<file path="config.mk">
export PLATFORM = sky130hd
export DESIGN_NAME = rws_top
export DESIGN_NICKNAME = d
export VERILOG_FILES = /design/src/rws_pkg.sv /design/src/rws_sync.sv /design/src/rws_top.sv
export VERILOG_INCLUDE_DIRS = /design/src
export SDC_FILE = /design/constraint.sdc
export NUM_CORES = 1
export LEC_CHECK = 0
export BUFFER_PORTS_ARGS = -buffer_cell sky130_fd_sc_hd__buf_2
export CAP_MARGIN = 20
export CORE_MARGIN = 3
export CORE_UTILIZATION = 50
export DETAILED_ROUTE_END_ITERATION = 16
export PLACE_DENSITY = 0.77
export SKIP_LAST_GASP = 1
export SYNTH_ARGS = -nofsm -noshare
export SYNTH_HDL_FRONTEND = slang
export SYNTH_SLANG_ARGS = --single-unit
</file>
<file path="constraint.sdc">
create_clock -name clock -period 2.3 [get_ports clock]
set_input_delay 0.115 -clock clock [delete_from_list [all_inputs] [get_ports clock]]
set_output_delay 0.115 -clock clock [all_outputs]
set_load 0.02 [all_outputs]
</file>
<file path="src/rws_map.svh">
// Constants of the reset and wake sequencer
`ifndef RWS_MAP_SVH
`define RWS_MAP_SVH
`define RWS_CLK_MHZ          40
`define RWS_RESET_VECTOR     16'h0000
`define RWS_PORT_LATCH_RST   8'hff
`define RWS_IDLE_WAKE_CYC    2
`define RWS_SUSP_PREC_NS     400
`define RWS_SUSP_LP_NS       1300
`define RWS_SLEEP_NS         2000
`define RWS_SUSP_PREC_CYC    ((`RWS_SUSP_PREC_NS * `RWS_CLK_MHZ) / 1000)
`define RWS_SUSP_LP_CYC      ((`RWS_SUSP_LP_NS * `RWS_CLK_MHZ) / 1000)
`define RWS_SLEEP_CYC        ((`RWS_SLEEP_NS * `RWS_CLK_MHZ) / 1000)
`define RWS_RELEASE_CYC      4
`define RWS_NUM_SRC          10
`define RWS_SRC_POR          0
`define RWS_SRC_SUPPLY       4
`endif

</file>
<file path="src/rws_pkg.sv">
// Types of the reset and wake sequencer
package rws_pkg;
    typedef enum logic [2:0] {
        RWS_RUN     = 3'b000,
        RWS_IDLE    = 3'b001,
        RWS_SUSPEND = 3'b011,
        RWS_SLEEP   = 3'b010,
        RWS_WAKE    = 3'b110
    } rws_state_t;
    typedef enum logic [1:0] {
        RWS_LP_NORMAL  = 2'b00,
        RWS_LP_IDLE    = 2'b01,
        RWS_LP_SUSPEND = 2'b10,
        RWS_LP_SLEEP   = 2'b11
    } rws_lp_t;
    typedef struct packed {
        logic       core_hold;
        logic       periph_rst;
        logic       irq_timer_off;
        logic       port_od;
        logic       pullup_en;
        logic       wdt_en;
        logic       clk_internal;
        logic [15:0] pc;
    } rws_ctrl_t;
endpackage

</file>
<file path="src/rws_sync.sv">
// Two-flop synchroniser for a bus of levels
`timescale 1ns/1ps
module rws_sync #(
    parameter int W = 1
) (
    // Clock and reset
    input  wire logic         clock,
    input  wire logic         rst,
    // Levels
    input  wire logic [W-1:0] d,
    output logic      [W-1:0] q
);
    logic [W-1:0] meta_reg;
    always_ff @(posedge clock or posedge rst) begin
        if (rst) begin
            meta_reg <= '0;
            q        <= '0;
        end else begin
            meta_reg <= d;
            q        <= meta_reg;
        end
    end
endmodule

</file>
<file path="src/rws_top.sv">
// Reset and wake sequencer top
`timescale 1ns/1ps
`include "rws_map.svh"
module rws_top
    import rws_pkg::*;
#(
    parameter int NSRC = `RWS_NUM_SRC
) (
    // Clock and power-on reset
    input  wire logic            clock,
    input  wire logic            rst,
    // Reset causes, asynchronous levels, active high
    input  wire logic [NSRC-1:0] reset_src,
    input  wire logic [NSRC-1:0] reset_src_en,
    // Low-power control
    input  wire logic [1:0]      lp_mode_req,
    input  wire logic            lp_enter,
    input  wire logic            wake_event,
    input  wire logic            osc_low_power,
    // External reset pin drive
    output logic                 external_reset_pin_n_o,
    output logic                 external_reset_pin_n_oe,
    // Core and peripheral control
    output rws_ctrl_t            ctrl,
    output logic                 por_only_rst,
    output logic                 ram_write_block,
    output logic [7:0]           port_latch,
    output logic                 core_run,
    output logic [NSRC-1:0]      reset_cause
);
    logic [NSRC-1:0] src_s;
    logic            wake_s;
    logic            any_src;
    logic            in_reset_reg;
    logic [2:0]      rel_cnt_reg;
    logic            drive_pin_reg;
    rws_state_t      state_reg;
    rws_state_t      state_next;
    logic [6:0]      wake_cnt_reg;

    rws_sync #(.W(NSRC)) u_src_sync (
        .clock (clock),
        .rst   (rst),
        .d     (reset_src),
        .q     (src_s)
    );
    rws_sync #(.W(1)) u_wake_sync (
        .clock (clock),
        .rst   (rst),
        .d     (wake_event),
        .q     (wake_s)
    );

    // Power-on cause is never maskable so a cold start always resets
    assign any_src = |(src_s & (reset_src_en | NSRC'(1)));

    // Release is counted so every enabled source must stay low a few clocks
    always_ff @(posedge clock or posedge rst) begin
        if (rst) begin
            in_reset_reg <= 1'b1;
            rel_cnt_reg  <= 3'h0;
        end else if (any_src) begin
            in_reset_reg <= 1'b1;
            rel_cnt_reg  <= 3'h0;
        end else if (in_reset_reg) begin
            if (rel_cnt_reg == 3'(`RWS_RELEASE_CYC - 1)) begin
                in_reset_reg <= 1'b0;
            end else begin
                rel_cnt_reg <= rel_cnt_reg + 3'h1;
            end
        end
    end

    // Cause capture, latched while in reset
    always_ff @(posedge clock or posedge rst) begin
        if (rst) begin
            reset_cause   <= NSRC'(1);
            drive_pin_reg <= 1'b1;
        end else if (any_src) begin
            reset_cause   <= src_s;
            drive_pin_reg <= drive_pin_reg | src_s[`RWS_SRC_POR] | src_s[`RWS_SRC_SUPPLY];
        end else if (!in_reset_reg) begin
            drive_pin_reg <= 1'b0;
        end
    end

    // Pin is open-drain; it is only ever pulled low
    always_ff @(posedge clock or posedge rst) begin
        if (rst) begin
            external_reset_pin_n_o  <= 1'b0;
            external_reset_pin_n_oe <= 1'b1;
        end else begin
            external_reset_pin_n_o  <= 1'b0;
            external_reset_pin_n_oe <= drive_pin_reg & in_reset_reg;
        end
    end

    // Power-mode state machine
    always_comb begin
        state_next = state_reg;
        case (state_reg)
            RWS_RUN: begin
                if (lp_enter) begin
                    case (lp_mode_req)
                        RWS_LP_IDLE:    state_next = RWS_IDLE;
                        RWS_LP_SUSPEND: state_next = RWS_SUSPEND;
                        RWS_LP_SLEEP:   state_next = RWS_SLEEP;
                        default:        state_next = RWS_RUN;
                    endcase
                end
            end
            RWS_IDLE, RWS_SUSPEND, RWS_SLEEP: begin
                if (wake_s) begin
                    state_next = RWS_WAKE;
                end
            end
            RWS_WAKE: begin
                if (wake_cnt_reg == 7'h0) begin
                    state_next = RWS_RUN;
                end
            end
            default: state_next = RWS_RUN;
        endcase
    end

    // Wake latency loaded from the mode being left
    always_ff @(posedge clock or posedge rst) begin
        if (rst) begin
            state_reg    <= RWS_RUN;
            wake_cnt_reg <= 7'h0;
        end else if (in_reset_reg) begin
            state_reg    <= RWS_RUN;
            wake_cnt_reg <= 7'h0;
        end else begin
            state_reg <= state_next;
            if (state_next == RWS_WAKE && state_reg != RWS_WAKE) begin
                case (state_reg)
                    RWS_IDLE:    wake_cnt_reg <= 7'(`RWS_IDLE_WAKE_CYC - 2);
                    RWS_SUSPEND: wake_cnt_reg <= osc_low_power ?
                                 7'(`RWS_SUSP_LP_CYC - 3) : 7'(`RWS_SUSP_PREC_CYC - 3);
                    default:     wake_cnt_reg <= 7'(`RWS_SLEEP_CYC - 3);
                endcase
            end else if (wake_cnt_reg != 7'h0) begin
                wake_cnt_reg <= wake_cnt_reg - 7'h1;
            end
        end
    end

    // Core and peripheral control outputs
    always_ff @(posedge clock or posedge rst) begin
        if (rst) begin
            ctrl            <= '{core_hold: 1'b1, periph_rst: 1'b1, irq_timer_off: 1'b1,
                                 port_od: 1'b1, pullup_en: 1'b1, wdt_en: 1'b0,
                                 clk_internal: 1'b1, pc: `RWS_RESET_VECTOR};
            por_only_rst    <= 1'b1;
            ram_write_block <= 1'b1;
            port_latch      <= `RWS_PORT_LATCH_RST;
            core_run        <= 1'b0;
        end else begin
            ctrl.core_hold     <= in_reset_reg;
            ctrl.periph_rst    <= in_reset_reg;
            ctrl.irq_timer_off <= in_reset_reg;
            ctrl.port_od       <= in_reset_reg ? 1'b1 : ctrl.port_od;
            ctrl.pullup_en     <= 1'b1;
            ctrl.wdt_en        <= ~in_reset_reg;
            ctrl.clk_internal  <= 1'b1;
            ctrl.pc            <= `RWS_RESET_VECTOR;
            por_only_rst       <= in_reset_reg & src_s[`RWS_SRC_POR];
            ram_write_block    <= in_reset_reg;
            port_latch         <= in_reset_reg ? `RWS_PORT_LATCH_RST : port_latch;
            core_run           <= ~in_reset_reg & (state_next == RWS_RUN);
        end
    end

    // Assertions
    property p_hold_in_reset;
        @(posedge clock) disable iff (rst) in_reset_reg |=> !core_run && ctrl.core_hold;
    endproperty
    a_hold_in_reset: assert property (p_hold_in_reset) else $error("core ran in reset");
    property p_periph;
        @(posedge clock) disable iff (rst) $rose(in_reset_reg) |=> ctrl.periph_rst;
    endproperty
    a_periph: assert property (p_periph) else $error("peripheral reset missing");
    property p_irq_off;
        @(posedge clock) disable iff (rst) in_reset_reg |=> ctrl.irq_timer_off;
    endproperty
    a_irq_off: assert property (p_irq_off) else $error("irq not off in reset");
    property p_ram;
        @(posedge clock) disable iff (rst) !in_reset_reg |=> !ram_write_block;
    endproperty
    a_ram: assert property (p_ram) else $error("ram blocked outside reset");
    property p_latch;
        @(posedge clock) disable iff (rst) in_reset_reg |=> port_latch == `RWS_PORT_LATCH_RST;
    endproperty
    a_latch: assert property (p_latch) else $error("port latch not high");
    property p_pullup;
        @(posedge clock) disable iff (rst) ##1 ctrl.pullup_en;
    endproperty
    a_pullup: assert property (p_pullup) else $error("pullup off");
    property p_pin;
        @(posedge clock) disable iff (rst) $fell(in_reset_reg) |=> !external_reset_pin_n_oe;
    endproperty
    a_pin: assert property (p_pin) else $error("pin still driven");
    property p_wdt;
        @(posedge clock) disable iff (rst) $fell(in_reset_reg) |=> ctrl.wdt_en && ctrl.pc == 16'h0000;
    endproperty
    a_wdt: assert property (p_wdt) else $error("watchdog or vector wrong");
    property p_src;
        @(posedge clock) disable iff (rst) any_src |=> in_reset_reg;
    endproperty
    a_src: assert property (p_src) else $error("source did not reset");
    property p_idle_wake;
        @(posedge clock) disable iff (rst || in_reset_reg)
            (state_reg == RWS_IDLE && wake_s) |-> ##[1:2] core_run;
    endproperty
    a_idle_wake: assert property (p_idle_wake) else $error("idle wake slow");
    property p_sleep_wake;
        @(posedge clock) disable iff (rst || in_reset_reg)
            (state_reg == RWS_SLEEP && wake_s) |-> ##[70:82] core_run;
    endproperty
    a_sleep_wake: assert property (p_sleep_wake) else $error("sleep wake off");
endmodule

</file>
==> results.md <==
* Status: complete, no violations
* Detail Route Antenna Nets at 0
* Worst R2R Setup Slack at 350 ps
* Vias in the first global route at 1296
* CTS Sinks at 52
* Worst setup margin at 348 ps
* CP max stage delay at 630 ps
* Setup Skew at 5.42 ps
* Hold Path Depth at 4
* R2r startpoint: u_src_sync.q[1]
* Total Wirelength at 3.61 mm
* Most numerous cell in the Yosys netlist: dfrtp_1
* Clock Path Buffers at 2
* TNS Setup at 0 ps
* First-pass GRT wire length at 6.00 mm
* Yosys cell types at 38
* Critical Path Slowest Stage Cell: or3_1
* Seq/Total Area, Yosys at 59.7%
* Core area at 4120 um^2
* Worst setup SP type: flip-flop
* Rel. slew slack at 55.1%
* Number of enable flip-flop cells after synthesis at 0
* Synth cell count leaders: 46 x dfrtp_1, 31 x buf_4, 11 x nor2_1
* Synth Register Bits at 52
* Fill cell count at 329
* Detailed Place HPWL at 2.56 mm
* Worst path arrival time at 2140 ps
* Starting Density at 53.3%
* Area leader, netlist: dfrtp_1
* TritonCTS buffer count at 5
* Peak VDD IR at 0.565 mV
* Worst Hold Launch: reset_src_en[4]
* Fmax at 0.512 GHz
* WHS Endpoint: reset_cause[0]
* Synth area leaders: dfrtp_1 52%, buf_4 11%, dfstp_2 7.2%
* Buf+Inv Stages, Crit Path at 0
* Vias per cell at 4.69
* Layout area overhead at 16.7%
* Worst flop-to-flop path endpoint: reset_cause[9]
* Worst setup EP type: flip-flop
* Worst EP required at 2490 ps
* Vias at 1317
* Post-DP Area at 2310 um^2
* Final min period at 1950 ps
* # nets final at 260
* Pre-CTS WS at 324 ps
* Layout cells sized above 1 at 29.9%
* Clock transition at path regs at 90 ps
* Wire length per cell at 12.8 um
* Share of flip-flops with an asynchronous set or reset at 100%
* Power per cell area at 700 nW/um^2
* CTS resizes at 0
* IO buf count at 43
* CP delay by family, top: simple AND/OR/NAND/NOR gates
* Die Span Y at 72.2 um
* Static leakage power at 1.27 nW
* H-Tree Depth at 2
* Largest net degree at the start of global routing at 34
* Worst Tran Pin Value at 673 ps
* Fin crit share at 84.9%
* Antenna violations before repair at 0
* TritonRoute pass-1 iters at 4
* Post-synth top flop: dfrtp_1
* Antenna Cells at 0
* Synth warn at 0
* CP Max Fanout at 13
* Slew Viols, Final at 0
* RSZ-0062 raised after global routing: false
* Hold Path Class: primary input to flip-flop
* Chip Width at 72.2 um
* Post-Syn Area per Cell at 12.5 um^2
* Yosys top cell area share at 52.5%
* Std-Cell Rows at 23
* Initial DRC Count at 86
* Final setup violation count at 0
* Cells along the critical path: a222oi_1 > nand2_1 > or3_1 > mux2_4
* DIE AREA at 5220 um^2
* Root buffer cell: clkbuf_8
* WP depth at 4
* Drt drc at 0
* Post-Syn Area at 2190 um^2
* Ports at 73
* Routability cong. at 0.810
* Critical setup path kind: flip-flop to flip-flop
* Tot GR Track Use at 15.0%
* Cell area after layout at 2560 um^2
* Number of hold violations in the final report at 0
* CTS tree: yes
* Hold_ws at 124 ps
* R2R depth at 4
* Worst skew pair latency at 300 ps
* Gr ovfl total at 0
* Syn Inst Count at 175
* Max_cap viols at 0
==> timing repair <==
item                      CTS  global route
hold buffers               12             0
setup buffers               0             0
hold endpoints to repair   37             0
==> cell usage in the layout (no fill, tap or decap), drive strengths merged, types with 3 or more instances in the layout <==
cell type and count:
a21oi 6, nor2 11, a22oi 3, dfstp 6, mux2 9, dfrtp 46
nand2 5, buf 45, inv 6, nor3 7, dlygate4sd3 12, nand3 4
conb 28, clkbuf 7, xnor2 4, ha 3, a211oi 4
==> final cells by class <==
cell class	instances	area [um^2]	share of cell area (%)
clock buffers	7	96.3	3.77
clock inverters	1	30.0	1.17
inverters	6	22.5	0.880
multi-input cells	108	688	26.9
flip-flops and latches	52	1310	51.1
well taps	50	62.6	2.44
repair buffers	57	350	13.7
==> stage by stage <==
step	std cells	power (mW)	utilization, %
4_1_cts	281	1.82	62.2
5_1_grt	281	1.87	62.2
3_5_place_dp	261	1.13	56.2
2_1_floorplan	201	1.12	-
3_3_place_gp	261	1.12	56.2
6_report	281	1.79	62.2
==> worst reg2reg max path, stage by stage, from the launching register on <==
cell and delay, ps:
dfrtp_1 390, a222oi_1 330, nand2_1 120, or3_1 630, mux2_4 390
==> cell families after synthesis <==
kind of cell | count (synthesis) | synth area share (%)
other | 2 | 0.342
DFF | 52 | 59.7
buffers and inverters | 41 | 13.4
AOI/OAI and AO/OA | 24 | 8.04
adders and majority gates | 3 | 1.71
and+or+nand+nor | 37 | 8.33
muxes | 10 | 6.10
xor gates and xnor gates | 6 | 2.40
==> power breakdown <==
| group | switching [mW] | internal, mW | leakage [nW] |
|---|---|---|---|
| clock | 0.283 | 0.384 | 0.0645 |
| sequential | 0.0155 | 0.948 | 0.634 |
| combinational | 0.101 | 0.0605 | 0.572 |
| total | 0.399 | 1.39 | 1.27 |
==> worst max path at each step <==
stage                                end  slack, ps            start
after floorplan           reset_cause[1]        500  u_src_sync.q[1]
after global placement    reset_cause[3]        340  u_src_sync.q[1]
after detailed placement  reset_cause[2]        320  u_src_sync.q[1]
after CTS                 reset_cause[1]        320  u_src_sync.q[1]
after global routing      reset_cause[7]        170  u_src_sync.q[1]
final                     reset_cause[9]        350  u_src_sync.q[1]
==> metal layers <==
layer / up-vias / GRT usage, % / routed length [um]
li1: 648 / - / -
met1: 624 / 19.8 / 1610
met2: 43 / 23.4 / 1750
met3: 2 / 4.85 / 228
met4: 0 / 5.01 / 17
met5: - / 0 / 0
Note: power is estimated with default switching activity, not from simulation.
